$ cat src/hks_cfg.svh
// constants for the hexadecimal keypad scanner: offsets, fields, resets, timing
// assumes a 50 MHz system clock and a byte-addressed register port
// Overview of operation
// - drive four keypad selection lines on output bits 0 to 3 in a scan
// - sample four keypad data lines on input bits 0 to 3 per selection
// - keep up to sixteen hex digits of keyed input in two result words
// - one digit takes 1 to 4 scan steps; scanning restarts and continues
// - pressing a key sets its one-hot flag bit, held until another key
// - key identity comes from active selection line plus asserted data line
// - every (re)start of execution begins scanning at the first selection line
// - two words form a 16-digit shift register, new digit in lowest nibble
// - while a key stays pressed, all other keys are ignored until release
`ifndef HKS_CFG_SVH
`define HKS_CFG_SVH

`define HKS_ADDR_W 8
`define HKS_OFS_DIGITS_LO 8'h00
`define HKS_OFS_DIGITS_HI 8'h04
`define HKS_OFS_KEY_FLAGS 8'h08
`define HKS_OFS_CTRL 8'h0C
`define HKS_OFS_STATUS 8'h10
`define HKS_OFS_INT_STATUS 8'h14
`define HKS_OFS_INT_MASK 8'h18

`define HKS_CTRL_RUN_BIT 0
`define HKS_CTRL_CLEAR_BIT 1
`define HKS_STAT_HELD_BIT 0
`define HKS_STAT_CODE_LSB 4
`define HKS_STAT_SEL_LSB 8
`define HKS_INT_DIGIT_BIT 0
`define HKS_INT_RELEASE_BIT 1

`define HKS_RST_DIGITS 32'h0000_0000
`define HKS_RST_FLAGS 16'h0000
`define HKS_RST_MASK 2'h0

`define HKS_CLK_NS 20
`define HKS_STEP_NS 1000
`define HKS_STEP_CYC ((`HKS_STEP_NS + `HKS_CLK_NS - 1) / `HKS_CLK_NS)
`define HKS_STEP_W 8

`endif

$ cat src/hks_pkg.sv
// types shared by the keypad scanner modules
// assumes hks_cfg.svh is on the include path
`include "hks_cfg.svh"

package hks_pkg;

  typedef logic [`HKS_ADDR_W-1:0] hks_addr_t;
  typedef logic [31:0] hks_word_t;
  typedef logic [3:0] hks_nib_t;

  typedef enum logic
  {
    HKS_SEARCH,
    HKS_HELD
  } hks_scan_e;

  // the scan work word: selection position, step timer and held key
  typedef struct packed
  {
    hks_scan_e mode;
    logic [1:0] sel_idx;
    logic [`HKS_STEP_W-1:0] step_cnt;
    hks_nib_t held_code;
  } hks_work_s;

endpackage : hks_pkg

$ cat src/hks_sync_if.sv
// carrier between the scanner and its pin synchroniser
// raw keypad data lines in, filtered data lines out
`timescale 1ns/1ps
`default_nettype none

interface hks_sync_if;
  logic [3:0] raw;
  logic [3:0] filt;

  modport filt_mp
  (
    input raw,
    output filt
  );

  modport user_mp
  (
    output raw,
    input filt
  );
endinterface : hks_sync_if

`default_nettype wire
$ cat src/hks_keypad_scan.sv
// hexadecimal keypad scanner: drives selection lines, decodes keys,
// shifts digits into a 16-digit register and flags the last key
// assumes a passive 4x4 key matrix with active-high selection and data lines,
// and a register master that never issues read and write strobes together
//
// Chosen here: strobed register access and the address map.
`timescale 1ns/1ps
`default_nettype none
`include "hks_cfg.svh"

module hks_keypad_scan
#(
  parameter int STEP_CYCLES = `HKS_STEP_CYC
)
(
  input wire logic sys_clk_i,
  input wire logic sys_rst_i,
  input wire logic [3:0] key_data_i,
  output logic [3:0] key_select_o,
  input wire hks_pkg::hks_addr_t reg_addr_i,
  input wire hks_pkg::hks_word_t reg_wdata_i,
  input wire logic reg_wr_i,
  input wire logic reg_rd_i,
  output hks_pkg::hks_word_t reg_rdata_o,
  output logic irq_o
);
  import hks_pkg::*;

  localparam logic [`HKS_STEP_W-1:0] STEP_LAST = `HKS_STEP_W'(STEP_CYCLES - 1);

  typedef struct packed
  {
    logic run;
    hks_work_s work;
    logic [3:0] sel_oh;
    hks_word_t digits_lo;
    hks_word_t digits_hi;
    logic [15:0] flags;
    logic [1:0] int_sts;
    logic [1:0] int_msk;
    hks_word_t rdata;
    logic irq;
  } hks_state_s;

  hks_state_s q;
  hks_state_s d;

  hks_sync_if sync_if ();

  assign sync_if.raw = key_data_i;

  hks_pin_sync u_pin_sync
  (
    .sys_clk_i(sys_clk_i),
    .sys_rst_i(sys_rst_i),
    .sync(sync_if.filt_mp)
  );

  // lowest asserted data line wins when several keys share one selection
  function automatic logic [1:0] first_line(input logic [3:0] lines);
    logic [1:0] idx;
    idx = 2'h0;
    for (int i = 3; i >= 0; i--)
    begin
      if (lines[i])
      begin
        idx = 2'(i);
      end
    end
    return idx;
  endfunction : first_line

  // fixed table: selection index is the high pair, data index the low pair
  function automatic hks_nib_t key_code(input logic [1:0] sel, input logic [1:0] line);
    return {sel, line};
  endfunction : key_code

  logic step_tick;
  logic [3:0] lines;
  logic [1:0] line_idx;
  hks_nib_t new_code;
  logic held_line;
  logic digit_ev;
  logic release_ev;
  logic run_start;
  logic wr_ctrl;
  logic rd_sts;
  hks_word_t rd_mux;

  always_comb
  begin
    d = q;
    lines = sync_if.filt;
    line_idx = first_line(lines);
    new_code = key_code(q.work.sel_idx, line_idx);
    held_line = lines[q.work.held_code[1:0]];
    digit_ev = 1'b0;
    release_ev = 1'b0;
    step_tick = q.run && (q.work.step_cnt == STEP_LAST);
    wr_ctrl = reg_wr_i && (reg_addr_i == `HKS_OFS_CTRL);
    run_start = wr_ctrl && reg_wdata_i[`HKS_CTRL_RUN_BIT] && !q.run;
    rd_sts = reg_rd_i && (reg_addr_i == `HKS_OFS_INT_STATUS);

    // step timer stands for one controller execution cycle; the pins settle within it
    if (q.run)
    begin
      d.work.step_cnt = step_tick ? '0 : q.work.step_cnt + `HKS_STEP_W'(1);
    end

    if (step_tick)
    begin
      unique case (q.work.mode)
        HKS_SEARCH:
        begin
          if (|lines)
          begin
            digit_ev = 1'b1;
            d.digits_hi = {q.digits_hi[27:0], q.digits_lo[31:28]};
            d.digits_lo = {q.digits_lo[27:0], new_code};
            d.flags = 16'h0001 << new_code;
            d.work.held_code = new_code;
            d.work.mode = HKS_HELD;
          end
          else
          begin
            d.work.sel_idx = q.work.sel_idx + 2'h1;
          end
        end
        HKS_HELD:
        begin
          // only the held key's line is watched, so other presses go unseen
          if (!held_line)
          begin
            release_ev = 1'b1;
            d.work.mode = HKS_SEARCH;
            d.work.sel_idx = 2'h0;
          end
        end
      endcase
    end

    if (wr_ctrl)
    begin
      d.run = reg_wdata_i[`HKS_CTRL_RUN_BIT];
      // a fresh start or an explicit clear puts the work word back at line one
      if (run_start || reg_wdata_i[`HKS_CTRL_CLEAR_BIT])
      begin
        d.work = '{mode: HKS_SEARCH, sel_idx: 2'h0, step_cnt: '0, held_code: 4'h0};
        digit_ev = 1'b0;
        release_ev = 1'b0;
      end
    end
    if (reg_wr_i && (reg_addr_i == `HKS_OFS_INT_MASK))
    begin
      d.int_msk = reg_wdata_i[1:0];
    end

    // selection output follows the work word; held state keeps its row driven
    d.sel_oh = d.run ? (4'h1 << d.work.sel_idx) : 4'h0;

    // an event landing on the clearing read survives: set wins
    d.int_sts = rd_sts ? 2'h0 : q.int_sts;
    d.int_sts[`HKS_INT_DIGIT_BIT] = d.int_sts[`HKS_INT_DIGIT_BIT] | digit_ev;
    d.int_sts[`HKS_INT_RELEASE_BIT] = d.int_sts[`HKS_INT_RELEASE_BIT] | release_ev;
    d.irq = |(d.int_sts & d.int_msk);

    rd_mux = 32'h0000_0000;
    unique case (reg_addr_i)
      `HKS_OFS_DIGITS_LO:
      begin
        rd_mux = q.digits_lo;
      end
      `HKS_OFS_DIGITS_HI:
      begin
        rd_mux = q.digits_hi;
      end
      `HKS_OFS_KEY_FLAGS:
      begin
        rd_mux = {16'h0000, q.flags};
      end
      `HKS_OFS_CTRL:
      begin
        rd_mux = {31'h0000_0000, q.run};
      end
      `HKS_OFS_STATUS:
      begin
        rd_mux[`HKS_STAT_HELD_BIT] = (q.work.mode == HKS_HELD);
        rd_mux[`HKS_STAT_CODE_LSB +: 4] = q.work.held_code;
        rd_mux[`HKS_STAT_SEL_LSB +: 2] = q.work.sel_idx;
      end
      `HKS_OFS_INT_STATUS:
      begin
        rd_mux = {30'h0000_0000, q.int_sts};
      end
      `HKS_OFS_INT_MASK:
      begin
        rd_mux = {30'h0000_0000, q.int_msk};
      end
      default:
      begin
        rd_mux = 32'h0000_0000;
      end
    endcase
    // read data stand for exactly one cycle after the strobe
    d.rdata = reg_rd_i ? rd_mux : 32'h0000_0000;
  end

  always_ff @(posedge sys_clk_i)
  begin
    if (sys_rst_i)
    begin
      q.run <= 1'b0;
      q.work <= '{mode: HKS_SEARCH, sel_idx: 2'h0, step_cnt: '0, held_code: 4'h0};
      q.sel_oh <= 4'h0;
      q.digits_lo <= `HKS_RST_DIGITS;
      q.digits_hi <= `HKS_RST_DIGITS;
      q.flags <= `HKS_RST_FLAGS;
      q.int_sts <= 2'h0;
      q.int_msk <= `HKS_RST_MASK;
      q.rdata <= 32'h0000_0000;
      q.irq <= 1'b0;
    end
    else
    begin
      q <= d;
    end
  end

  assign key_select_o = q.sel_oh;
  assign reg_rdata_o = q.rdata;
  assign irq_o = q.irq;
endmodule : hks_keypad_scan

`default_nettype wire

$ cat src/hks_pin_sync.sv
// three-flop synchroniser with agreement filter for the keypad data lines
// assumes raw lines are asynchronous to sys_clk_i
`timescale 1ns/1ps
`default_nettype none

module hks_pin_sync
(
  input wire logic sys_clk_i,
  input wire logic sys_rst_i,
  hks_sync_if.filt_mp sync
);
  import hks_pkg::*;

  typedef struct packed
  {
    logic [3:0] s1;
    logic [3:0] s2;
    logic [3:0] s3;
    logic [3:0] filt;
  } hks_sync_s;

  hks_sync_s q;
  hks_sync_s d;
  logic [3:0] agreed;

  // a change only counts once stages two and three agree; stage one feeds stage two only
  for (genvar b = 0; b < 4; b++)
  begin : g_bit
    assign agreed[b] = (q.s2[b] == q.s3[b]) ? q.s3[b] : q.filt[b];
  end

  always_comb
  begin
    d = q;
    d.s1 = sync.raw;
    d.s2 = q.s1;
    d.s3 = q.s2;
    d.filt = agreed;
  end

  always_ff @(posedge sys_clk_i)
  begin
    if (sys_rst_i)
    begin
      q <= '0;
    end
    else
    begin
      q <= d;
    end
  end

  assign sync.filt = q.filt;
endmodule : hks_pin_sync

`default_nettype wire

$ cat config.mk
export PLATFORM = sky130hd
export DESIGN_NAME = hks_keypad_scan
export DESIGN_NICKNAME = d
export VERILOG_FILES = /design/src/hks_pkg.sv /design/src/hks_sync_if.sv /design/src/hks_keypad_scan.sv /design/src/hks_pin_sync.sv
export VERILOG_INCLUDE_DIRS = /design/src
export SDC_FILE = /design/constraint.sdc
export NUM_CORES = 1
export LEC_CHECK = 0
export BUFFER_PORTS_ARGS = -buffer_cell sky130_fd_sc_hd__buf_2
export CORE_ASPECT_RATIO = 2
export CORE_MARGIN = 2
export CORE_UTILIZATION = 55
export CTS_CLUSTER_DIAMETER = 200
export DETAILED_ROUTE_END_ITERATION = 6
export PLACE_DENSITY = 0.77
export SYNTH_ARGS = -nofsm -noshare
export SYNTH_HDL_FRONTEND = slang
export SYNTH_SLANG_ARGS = --single-unit
$ cat constraint.sdc
create_clock -name sys_clk_i -period 2.75 [get_ports sys_clk_i]
set_input_delay 0 -clock sys_clk_i [delete_from_list [all_inputs] [get_ports sys_clk_i]]
set_output_delay 0 -clock sys_clk_i [all_outputs]
set_load 0.01 [all_outputs]
==> flow_metrics.env, run 1 <==
export IMPL_grt_usage=0.2387
export IMPL_cts_sinks=153
export IMPL_grt_start_max_net_pins=105
export IMPL_synth_compound_area_share=0.1613
export IMPL_dpl_hpwl_mm=8.761
export IMPL_synth_edf_count=0
export IMPL_critPathLaunchType="flop"
export IMPL_hold_violations=0
export IMPL_synth_ff_type="dfxtp_1"
export IMPL_grt_pass1_wl_mm=22.49
export IMPL_clkTransAtPathRegs_ns=0.06
export IMPL_coreArea_mm2=0.01081
export IMPL_syn_cell_area_mm2=0.006057
export IMPL_synth_adder_area_share=0.004131
export IMPL_post_cts_setup_buffers=0
export IMPL_critPathMaxStageDelay_ns=0.70
export IMPL_crit_type="reg -> reg"
export IMPL_pwr_share_comb=0.019
export IMPL_ctsHoldBuffers=9
export IMPL_cap_violations=0
export IMPL_htreeDepth=4
export IMPL_status="completed"
export IMPL_drt_iter0_markers=420
export IMPL_tns_ns=0
export IMPL_cts_buffer_depth=2
export IMPL_switching_share=0.1968
export IMPL_routed_wl_mm=13.80
export IMPL_postLayoutSetupSlackWorst_ns=0.3361
export IMPL_portBuffers=54
export IMPL_die_h_um=152.4
export IMPL_critPathSlowestCell="or4_2"
export IMPL_netlist_instances=709
export IMPL_vdd_drop_max_uv=475.9
export IMPL_synth_seq_cells=153
export IMPL_cts_tree="built"
export IMPL_yosys_area_share_simple=0.2146
export IMPL_p_int_mw=3.847
export IMPL_wl_per_cell_um=15.84
export IMPL_start_util=0.5603
export IMPL_crit_path_end_kind="flop"
export IMPL_fin_area_mm2=0.006832
export IMPL_stdcell_count=871
export IMPL_period_share=0.8778
export IMPL_drt_met1_wl_mm=4.991
export IMPL_seq_area_frac_synth=0.5057
export IMPL_die_w_um=78.21
export IMPL_grt_pass1_vias=4837
export IMPL_placed_cells=830
export IMPL_fmax_mhz=414.3
export IMPL_dr_max_layer_used="met4"
export IMPL_via_per_inst=5.664
export IMPL_relSlewSlack=0.2985
export IMPL_grt_overflow=0
export IMPL_holdWs_ns=0.06082
export IMPL_post_route_drc_count=0
export IMPL_async_flop_share=0
export IMPL_final_max_slew_violation_count=0
export IMPL_synth_warnings=0
export IMPL_post_cts_resized=0
export IMPL_antenna_found_initial=0
export IMPL_insertedDiodeCount=0
export IMPL_numCtsBuffers=17
export IMPL_p_leak_nw=2.410
export IMPL_yosysUniqueCellTypes=52
export IMPL_rsz0062_at_grt="false"
export IMPL_worstSkewPairLatency_ns=0.42
export IMPL_synthMuxAreaShare=0.01735
export IMPL_p_switching_mw=0.9425
export IMPL_post_route_min_period_ns=2.414
export IMPL_fin_skew_ns=0.006971
export IMPL_placementRows=54
export IMPL_crit_start="q[127]"
export IMPL_worstPathArrival_ns=2.76
export IMPL_crit_chain="or4_4, or4_2, buf_12, nor3_1, a21oi_1, nor2_1"
export IMPL_ios=85
export IMPL_path_max_fanout=97
export IMPL_layout_drive_gt1_share=0.1477
export IMPL_route_met3_wl_um=527
export IMPL_hp_start="reg_addr_i[0]"
export IMPL_required_ns=3.09
export IMPL_drtPass1Iterations=5
export IMPL_r2r_start="q[127]"
export IMPL_place_gp_congestion=0.8006
export IMPL_post_place_ws_ns=0.3553
export IMPL_finalSetupViolations=0
export IMPL_pwr_density_cell_mw_per_mm2=701.0
export IMPL_vias=4933
export IMPL_clkPwrFrac=0.514
export IMPL_synth_area_per_cell_um2=8.543
export IMPL_dieArea_mm2=0.01192
export IMPL_min_path_type="in -> reg"
export IMPL_ant_nets=0
export IMPL_nNetsFinal=768
export IMPL_syn_to_final_growth_pct=12.79
export IMPL_wl_met2_mm=7.536
export IMPL_synth_xor_area_share=0.008676
export IMPL_synth_top_family_by_area="simple AND/OR/NAND/NOR gates"
export IMPL_power_frac_seq=0.467
export IMPL_ctsRootBufferMaster="clkbuf_16"
export IMPL_worst_slew_pin_slew_ns=1.052
export IMPL_synthesis_nets=759
export IMPL_placed_cell_area_mm2=0.006102
==> power groups by stage <==
stage / logic [mW] / clock network [mW] / registers [mW]
finish: 0.0900 / 2.46 / 2.24
global route: 0.0975 / 2.60 / 2.24
CTS: 0.0891 / 2.49 / 2.24
detailed placement: 0.0790 / 0 / 2.28
global placement: 0.0762 / 0 / 2.28
floorplan: 0.0539 / 0 / 2.28
==> final cells by class <==
| class | instances | area (um^2) |
|---|---|---|
| clock buffers | 21 | 470.5 |
| clock inverters | 11 | 168.9 |
| fillers | 917 | 3979 |
| inverters | 6 | 22.52 |
| multi-input cells | 467 | 2471 |
| flip-flops and latches | 153 | 3063 |
| well taps | 140 | 175.2 |
| repair buffers | 73 | 460.4 |
==> routing by layer <==
metal | GRT usage | vias to the layer above
li1 | - | 2399
met1 | 0.2440 | 2334
met2 | 0.4245 | 152
met3 | 0.04976 | 48
met4 | 0.1612 | 0
met5 | 0 | -
==> critical path, delay by kind of cell, from the launching register on <==
kind | cells | cell delay, ns
simple gates | 4 | 1.64
flops | 1 | 0.35
buf+inv | 1 | 0.26
compound gates | 1 | 0.07
==> cells in the mapped netlist (3+ instances only) <==
master | number | area [um^2]
nor3_1 | 19 | 95.09
nand2_1 | 144 | 540.5
a21oi_1 | 105 | 525.5
buf_2 | 3 | 15.01
mux2i_1 | 6 | 60.06
a22oi_1 | 32 | 240.2
xnor2_1 | 3 | 26.28
nand2b_1 | 5 | 31.28
nand3_1 | 7 | 35.03
o21ai_0 | 6 | 30.03
buf_4 | 38 | 285.3
inv_1 | 6 | 22.52
a21boi_0 | 3 | 22.52
nand3b_1 | 3 | 22.52
nor4_2 | 3 | 37.54
nand4_1 | 5 | 31.28
buf_6 | 7 | 78.83
a222oi_1 | 5 | 50.05
nor2b_1 | 16 | 100.1
clkbuf_1 | 34 | 127.6
dfxtp_1 | 153 | 3063
or4_1 | 3 | 22.52
xor2_1 | 3 | 26.28
nor2_1 | 62 | 232.7
==> stage by stage <==
step	util	total power [mW]
2_1_floorplan	-	2.331
3_3_place_gp	0.5645	2.359
3_5_place_dp	0.5645	2.363
4_1_cts	0.6319	4.818
5_1_grt	0.6319	4.932
6_report	0.6319	4.789
==> cells in the final DEF (no fill, tap or decap), types with 4 or more instances in the layout <==
cell type,netlist,layout
clkbuf_16,0,17
dlygate4sd3_1,0,9
nor2b_1,16,16
a222oi_1,5,5
dfxtp_1,153,153
a21oi_1,105,105
bufinv_16,0,4
nand4_1,5,5
nand3_1,7,7
inv_1,6,6
nand2b_1,5,5
a22oi_1,32,32
buf_2,3,54
o21ai_0,6,6
mux2i_1,6,6
nand2_1,144,144
buf_4,38,8
nor2_1,62,62
nor3_1,19,18
==> flip-flops by register name (all words and copies together) (netlist names) <==
| register | flops |
|---|---|
| u_pin_sync.d | 8 |
| u_pin_sync.sync.filt | 4 |
| key_select_o | 4 |
| q | 98 |
| irq_o | 1 |
| new_code | 2 |
| u_pin_sync.q | 4 |
| reg_rdata_o | 32 |
==> worst paths after layout <==
kind	endpoint	slack, ns	cells past startpoint
setup reg to reg	q[47]	0.34	6
setup / recovery	q[47]	0.34	6
hold / removal	q[35]	0.06	5
hold reg to reg	u_pin_sync.d[5]	0.43	1
==> kinds of logic after synthesis <==
kind of cell | count (synthesis)
buffers and inverters | 89
XOR/XNOR | 6
multiplexers | 8
AO/OA/AOI/OAI | 165
flip-flops | 153
adder cells (fa/ha/maj) | 2
AND/OR/NAND/NOR | 286
No activity file was read; power rests on OpenSTA's default activity.
==> run 2: changes to the inputs <==
--- a/config.mk
+++ b/config.mk
@@ -12,6 +12,8 @@
 export CORE_UTILIZATION = 55
 export CTS_CLUSTER_DIAMETER = 200
 export DETAILED_ROUTE_END_ITERATION = 6
+export GPL_TIMING_DRIVEN = 0
+export HOLD_SLACK_MARGIN = 0.08
 export PLACE_DENSITY = 0.77
 export SYNTH_ARGS = -nofsm -noshare
 export SYNTH_HDL_FRONTEND = slang
==> run 2 against run 1 <==
  * Cell count increased by 8.7%
  * Die area unchanged
  * Total power decreased by 6.8%
  * Hold slack improved by 0.030 ns
  * Critical endpoint is now q[35]
  * Non-clock buffer count increased by 76
  * Core utilization increased by 3.2 points
  * Worst setup slack got worse by 0.21 ns
==> flow_metrics.env, run 2 (synthesis gave the netlist of run 1 again) <==
export IMPL_status="completed"
export IMPL_clkTransAtPathRegs_ns=0.06
export IMPL_wl_per_cell_um=17.21
export IMPL_place_gp_congestion=0.9270
export IMPL_largest_reg_flops=98
export IMPL_placed_cells=903
export IMPL_routed_wl_mm=16.30
export IMPL_largest_register="q"
export IMPL_pwr_density_cell_mw_per_mm2=622.2
export IMPL_portBuffers=54
export IMPL_period_share=0.9534
export IMPL_via_per_inst=5.691
export IMPL_post_route_min_period_ns=2.622
export IMPL_min_to="q[36]"
export IMPL_grt_usage=0.2839
export IMPL_worstPathArrival_ns=2.99
export IMPL_post_cts_setup_buffers=0
export IMPL_layout_drive_gt1_share=0.1809
export IMPL_required_ns=3.12
export IMPL_syn_to_final_growth_pct=18.43
export IMPL_fmax_mhz=381.4
export IMPL_drtPass1Iterations=7
export IMPL_final_common_cell="dfxtp_1"
export IMPL_ctsRootBufferMaster="clkbuf_16"
export IMPL_r2r_slack_ns=0.13
export IMPL_hp_start="reg_addr_i[0]"
export IMPL_p_total_mw=4.463
export IMPL_coreArea_mm2=0.01081
export IMPL_layout_common_cells="dfxtp_1 (153), nand2_1 (144), a21oi_1 (105)"
export IMPL_min_path_type="in -> reg"
export IMPL_final_max_slew_violation_count=0
export IMPL_critPathLaunchType="flop"
export IMPL_worst_slew_pin_slew_ns=0.8446
export IMPL_stdcell_count=947
export IMPL_fin_skew_ns=0.006532
export IMPL_cts_tree="built"
export IMPL_reg2reg_to="q[35]"
export IMPL_numCtsBuffers=17
export IMPL_ios=85
export IMPL_dpl_hpwl_mm=12.19
export IMPL_nNetsFinal=844
export IMPL_hold_depth=5
export IMPL_cts_sinks=153
export IMPL_crit_type="reg -> reg"
export IMPL_post_route_drc_count=0
export IMPL_holdWs_ns=0.09045
export IMPL_relSlewSlack=0.4319
export IMPL_p_leak_nw=2.599
export IMPL_worstSkewPairLatency_ns=0.42
export IMPL_hold_violations=0
export IMPL_start_util=0.5603
export IMPL_grt_pass1_wl_mm=26.36
export IMPL_vias=5389
export IMPL_fin_area_mm2=0.007173
export IMPL_placed_cell_area_mm2=0.006502
export IMPL_vdd_drop_max_uv=458.0
export IMPL_grt_start_max_net_pins=17
export IMPL_dieArea_mm2=0.01192
export IMPL_ant_nets=0
export IMPL_die_h_um=152.4
export IMPL_antenna_found_initial=0
export IMPL_crit_path_end_kind="flop"
export IMPL_tns_ns=0
export IMPL_cts_buffer_depth=2
export IMPL_filler_cell_count=929
export IMPL_reg2reg_depth=7
export IMPL_finalSetupViolations=0
export IMPL_cap_violations=0
export IMPL_drt_iter0_markers=366
export IMPL_post_place_ws_ns=0.2407
export IMPL_path_max_fanout=10
export IMPL_r2r_start="q[127]"
export IMPL_placementRows=54
export IMPL_insertedDiodeCount=0
export IMPL_rsz0062_at_grt="false"
export IMPL_die_w_um=78.21
export IMPL_postLayoutSetupSlackWorst_ns=0.1281
export IMPL_final_core_util=0.6635
export IMPL_grt_overflow=0
export IMPL_htreeDepth=4
export IMPL_grt_pass1_vias=5377
## run 2: layout make-up
type | instances | area (um^2) | area share
buffer | 83 | 511.7 | 0.07134
inverter | 6 | 22.52 | 0.003140
multi-input combinational | 467 | 2466 | 0.3438
sequential | 153 | 3063 | 0.4270
timing repair buffer | 66 | 390.4 | 0.05442
clock buffer | 17 | 425.4 | 0.05931
tap | 140 | 175.2 | 0.02442
clock inverter | 15 | 118.9 | 0.01657
## run 2: timing repair
| item | 4_1_cts | 5_1_grt |
|---|---|---|
| resized for setup | 0 | 1 |
| hold buffers | 12 | 0 |
| hold endpoints to repair | 17 | 0 |
| setup endpoints to repair | 0 | 1 |
## run 2: critical path: stages, from the launching register on
cell	delay (ns)
dfxtp_1	0.36
or4_4	0.57
or4_1	0.50
buf_2	0.19
buf_6	0.17
a2bb2oi_1	0.16
dlygate4sd3_1	0.57
inv_1	0.05
## run 2: layer usage
layer / global-route usage / vias to the layer above / share of wire
li1: - / 2560 / -
met1: 0.2623 / 2556 / 0.33
met2: 0.5193 / 187 / 0.55
met3: 0.05391 / 86 / 0.041
met4: 0.2306 / 0 / 0.078
met5: 0 / - / 0
## run 2: how the worst max path moves through the flow
stage               cells after the start                    start  slack (ns)        endpoint
CTS                                     8  u_pin_sync.sync.filt[1]        0.05           q[35]
floorplan                               7                   q[127]        0.64           q[38]
global route                            8                   q[136]        0.06           q[35]
detailed placement                      7            reg_addr_i[5]        0.24  reg_rdata_o[6]
finish                                  7                   q[127]        0.13           q[35]
global placement                        7            reg_addr_i[5]        0.24  reg_rdata_o[6]
## run 2: power by group
part           internal [mW]  total (mW)  switching [mW]
Clock                   1.16        2.13           0.963
Sequential              2.22        2.23         0.00531
Combinational         0.0357       0.106          0.0702
Total                   3.42        4.46            1.04
==> run 3: changes to the inputs <==
--- a/config.mk
+++ b/config.mk
@@ -6,7 +6,7 @@
 export SDC_FILE = /design/constraint.sdc
 export NUM_CORES = 1
 export LEC_CHECK = 0
-export BUFFER_PORTS_ARGS = -buffer_cell sky130_fd_sc_hd__buf_2
+export BUFFER_PORTS_ARGS = -buffer_cell sky130_fd_sc_hd__buf_4
 export CORE_ASPECT_RATIO = 2
 export CORE_MARGIN = 2
 export CORE_UTILIZATION = 55
==> run 3 against run 2 <==
  * Clock skew about the same
  * Largest cell class unchanged
  * Cell count decreased by 0.11%
  * Critical path depth increased by 1
  * Register-to-register slack improved by 0.14 ns
==> flow_metrics.env, run 3 (synthesis gave the netlist of run 1 again) <==
export IMPL_critPathSlowestCell="nor3b_1"
export IMPL_grt_pass1_vias=5193
export IMPL_grt_usage=0.2911
export IMPL_r2r_slack_ns=0.27
export IMPL_place_gp_congestion=0.9719
export IMPL_p_total_mw=4.498
export IMPL_critPathLaunchType="input port"
export IMPL_die_h_um=152.4
export IMPL_placementRows=54
export IMPL_worst_slew_pin_slew_ns=0.8598
export IMPL_path_max_fanout=10
export IMPL_cts_sinks=153
export IMPL_die_w_um=78.21
export IMPL_htreeDepth=4
export IMPL_rsz0062_at_grt="false"
export IMPL_final_max_slew_violation_count=0
export IMPL_clkTransAtPathRegs_ns=0.06
export IMPL_p_leak_nw=2.613
export IMPL_min_to="key_select_o[1]"
export IMPL_post_cts_resized=0
export IMPL_critPathMaxStageDelay_ns=0.73
export IMPL_syn_to_final_growth_pct=20.57
export IMPL_r2r_start="u_pin_sync.sync.filt[1]"
export IMPL_grt_pass1_wl_mm=26.45
export IMPL_coreArea_mm2=0.01081
export IMPL_final_common_cell="dfxtp_1"
export IMPL_dieArea_mm2=0.01192
export IMPL_start_util=0.5603
export IMPL_insertedDiodeCount=0
export IMPL_ant_nets=0
export IMPL_grt_start_max_net_pins=17
export IMPL_largest_reg_flops=98
export IMPL_finalSetupViolations=0
export IMPL_vias=5251
export IMPL_crit_path_end_kind="flop"
export IMPL_cap_violations=0
export IMPL_via_per_inst=5.551
export IMPL_filler_cell_count=952
export IMPL_worstSkewPairLatency_ns=0.41
export IMPL_hp_start="reg_addr_i[0]"
export IMPL_fin_skew_ns=0.006424
export IMPL_reg2reg_depth=7
export IMPL_post_route_drc_count=0
export IMPL_ios=85
export IMPL_hold_depth=5
export IMPL_final_core_util=0.6756
export IMPL_worstPathArrival_ns=2.81
export IMPL_routed_wl_mm=16.93
export IMPL_dpl_hpwl_mm=12.63
export IMPL_drtPass1Iterations=5
export IMPL_period_share=0.9082
export IMPL_pwr_density_cell_mw_per_mm2=615.9
export IMPL_hold_violations=0
export IMPL_ctsRootBufferMaster="clkbuf_16"
export IMPL_crit_type="in -> reg"
export IMPL_drt_iter0_markers=355
export IMPL_post_route_min_period_ns=2.498
export IMPL_relSlewSlack=0.4215
export IMPL_reg2reg_to="q[80]"
export IMPL_nNetsFinal=844
export IMPL_crit_chain="dlygate4sd3_1, buf_4, nor2_1, nand3b_1, nor3b_1, clkbuf_1, a22oi_1, a21oi_1"
export IMPL_min_path_type="in -> reg"
export IMPL_layout_common_cells="dfxtp_1 (153), nand2_1 (144), a21oi_1 (105)"
export IMPL_numCtsBuffers=17
export IMPL_tns_ns=0
export IMPL_status="completed"
export IMPL_required_ns=3.06
export IMPL_fmax_mhz=400.4
export IMPL_cts_tree="built"
export IMPL_layout_drive_gt1_share=0.1774
export IMPL_wl_per_cell_um=17.90
export IMPL_grt_overflow=0
export IMPL_portBuffers=54
export IMPL_post_cts_setup_buffers=0
export IMPL_cts_buffer_depth=2
export IMPL_antenna_found_initial=0
export IMPL_vdd_drop_max_uv=532.5
export IMPL_largest_register="q"
[run 3: critical path, delay by kind of cell]
kind,cells,cell delay (ns)
compound gates,2,0.43
buf+inv,3,1.15
simple gates,3,1.23
[run 3: routing by layer]
layer  global-route usage  wire [um]  share of wire
met5                    0          0              0
met4               0.1930       1136          0.067
met3              0.05983        566          0.033
met2               0.5554       9538           0.56
met1               0.2646       5687           0.34
[run 3: layout make-up]
| type | instances | area [um^2] | share of cell area |
|---|---|---|---|
| tap | 140 | 175.2 | 0.02398 |
| clock buffer | 19 | 442.9 | 0.06065 |
| multi-input combinational | 467 | 2460 | 0.3368 |
| inverter | 6 | 22.52 | 0.003084 |
| timing repair buffer | 66 | 525.5 | 0.07195 |
| clock inverter | 12 | 102.6 | 0.01405 |
| sequential | 153 | 3063 | 0.4194 |
| buffer | 83 | 511.7 | 0.07007 |
[run 3: worst max path at each step]
stage                                 start         endpoint  slack, ns
floorplan                            q[127]            q[38]       0.64
global placement              reg_addr_i[5]   reg_rdata_o[2]       0.28
detailed placement            reg_addr_i[5]   reg_rdata_o[5]       0.29
CTS                           reg_addr_i[1]  reg_rdata_o[10]       0.29
global route        u_pin_sync.sync.filt[1]            q[69]       0.03
finish                        reg_addr_i[1]   reg_rdata_o[5]       0.25
[run 3: what timing repair did]
item	CTS	global route
hold endpoints to repair	21	0
hold buffers	12	0
setup endpoints to repair	0	0
[run 3: stage by stage]
step                      area (um^2)  setup slack [ns]  hold WS [ns]  cells
after floorplan                  6057            0.6362        0.1152    709
after global placement           6638            0.2795        0.2161    903
after detailed placement         6638            0.2879        0.2187    903
after CTS                        7303            0.2874       0.09537    946
after global routing             7303           0.02968        0.1408    946
final                            7303            0.2523        0.1073    946
[run 3: where the power goes]
part	total, mW	internal, mW	switching [mW]
Sequential	2.23	2.23	0.00547
Clock	2.15	1.26	0.897
Combinational	0.114	0.0434	0.0709
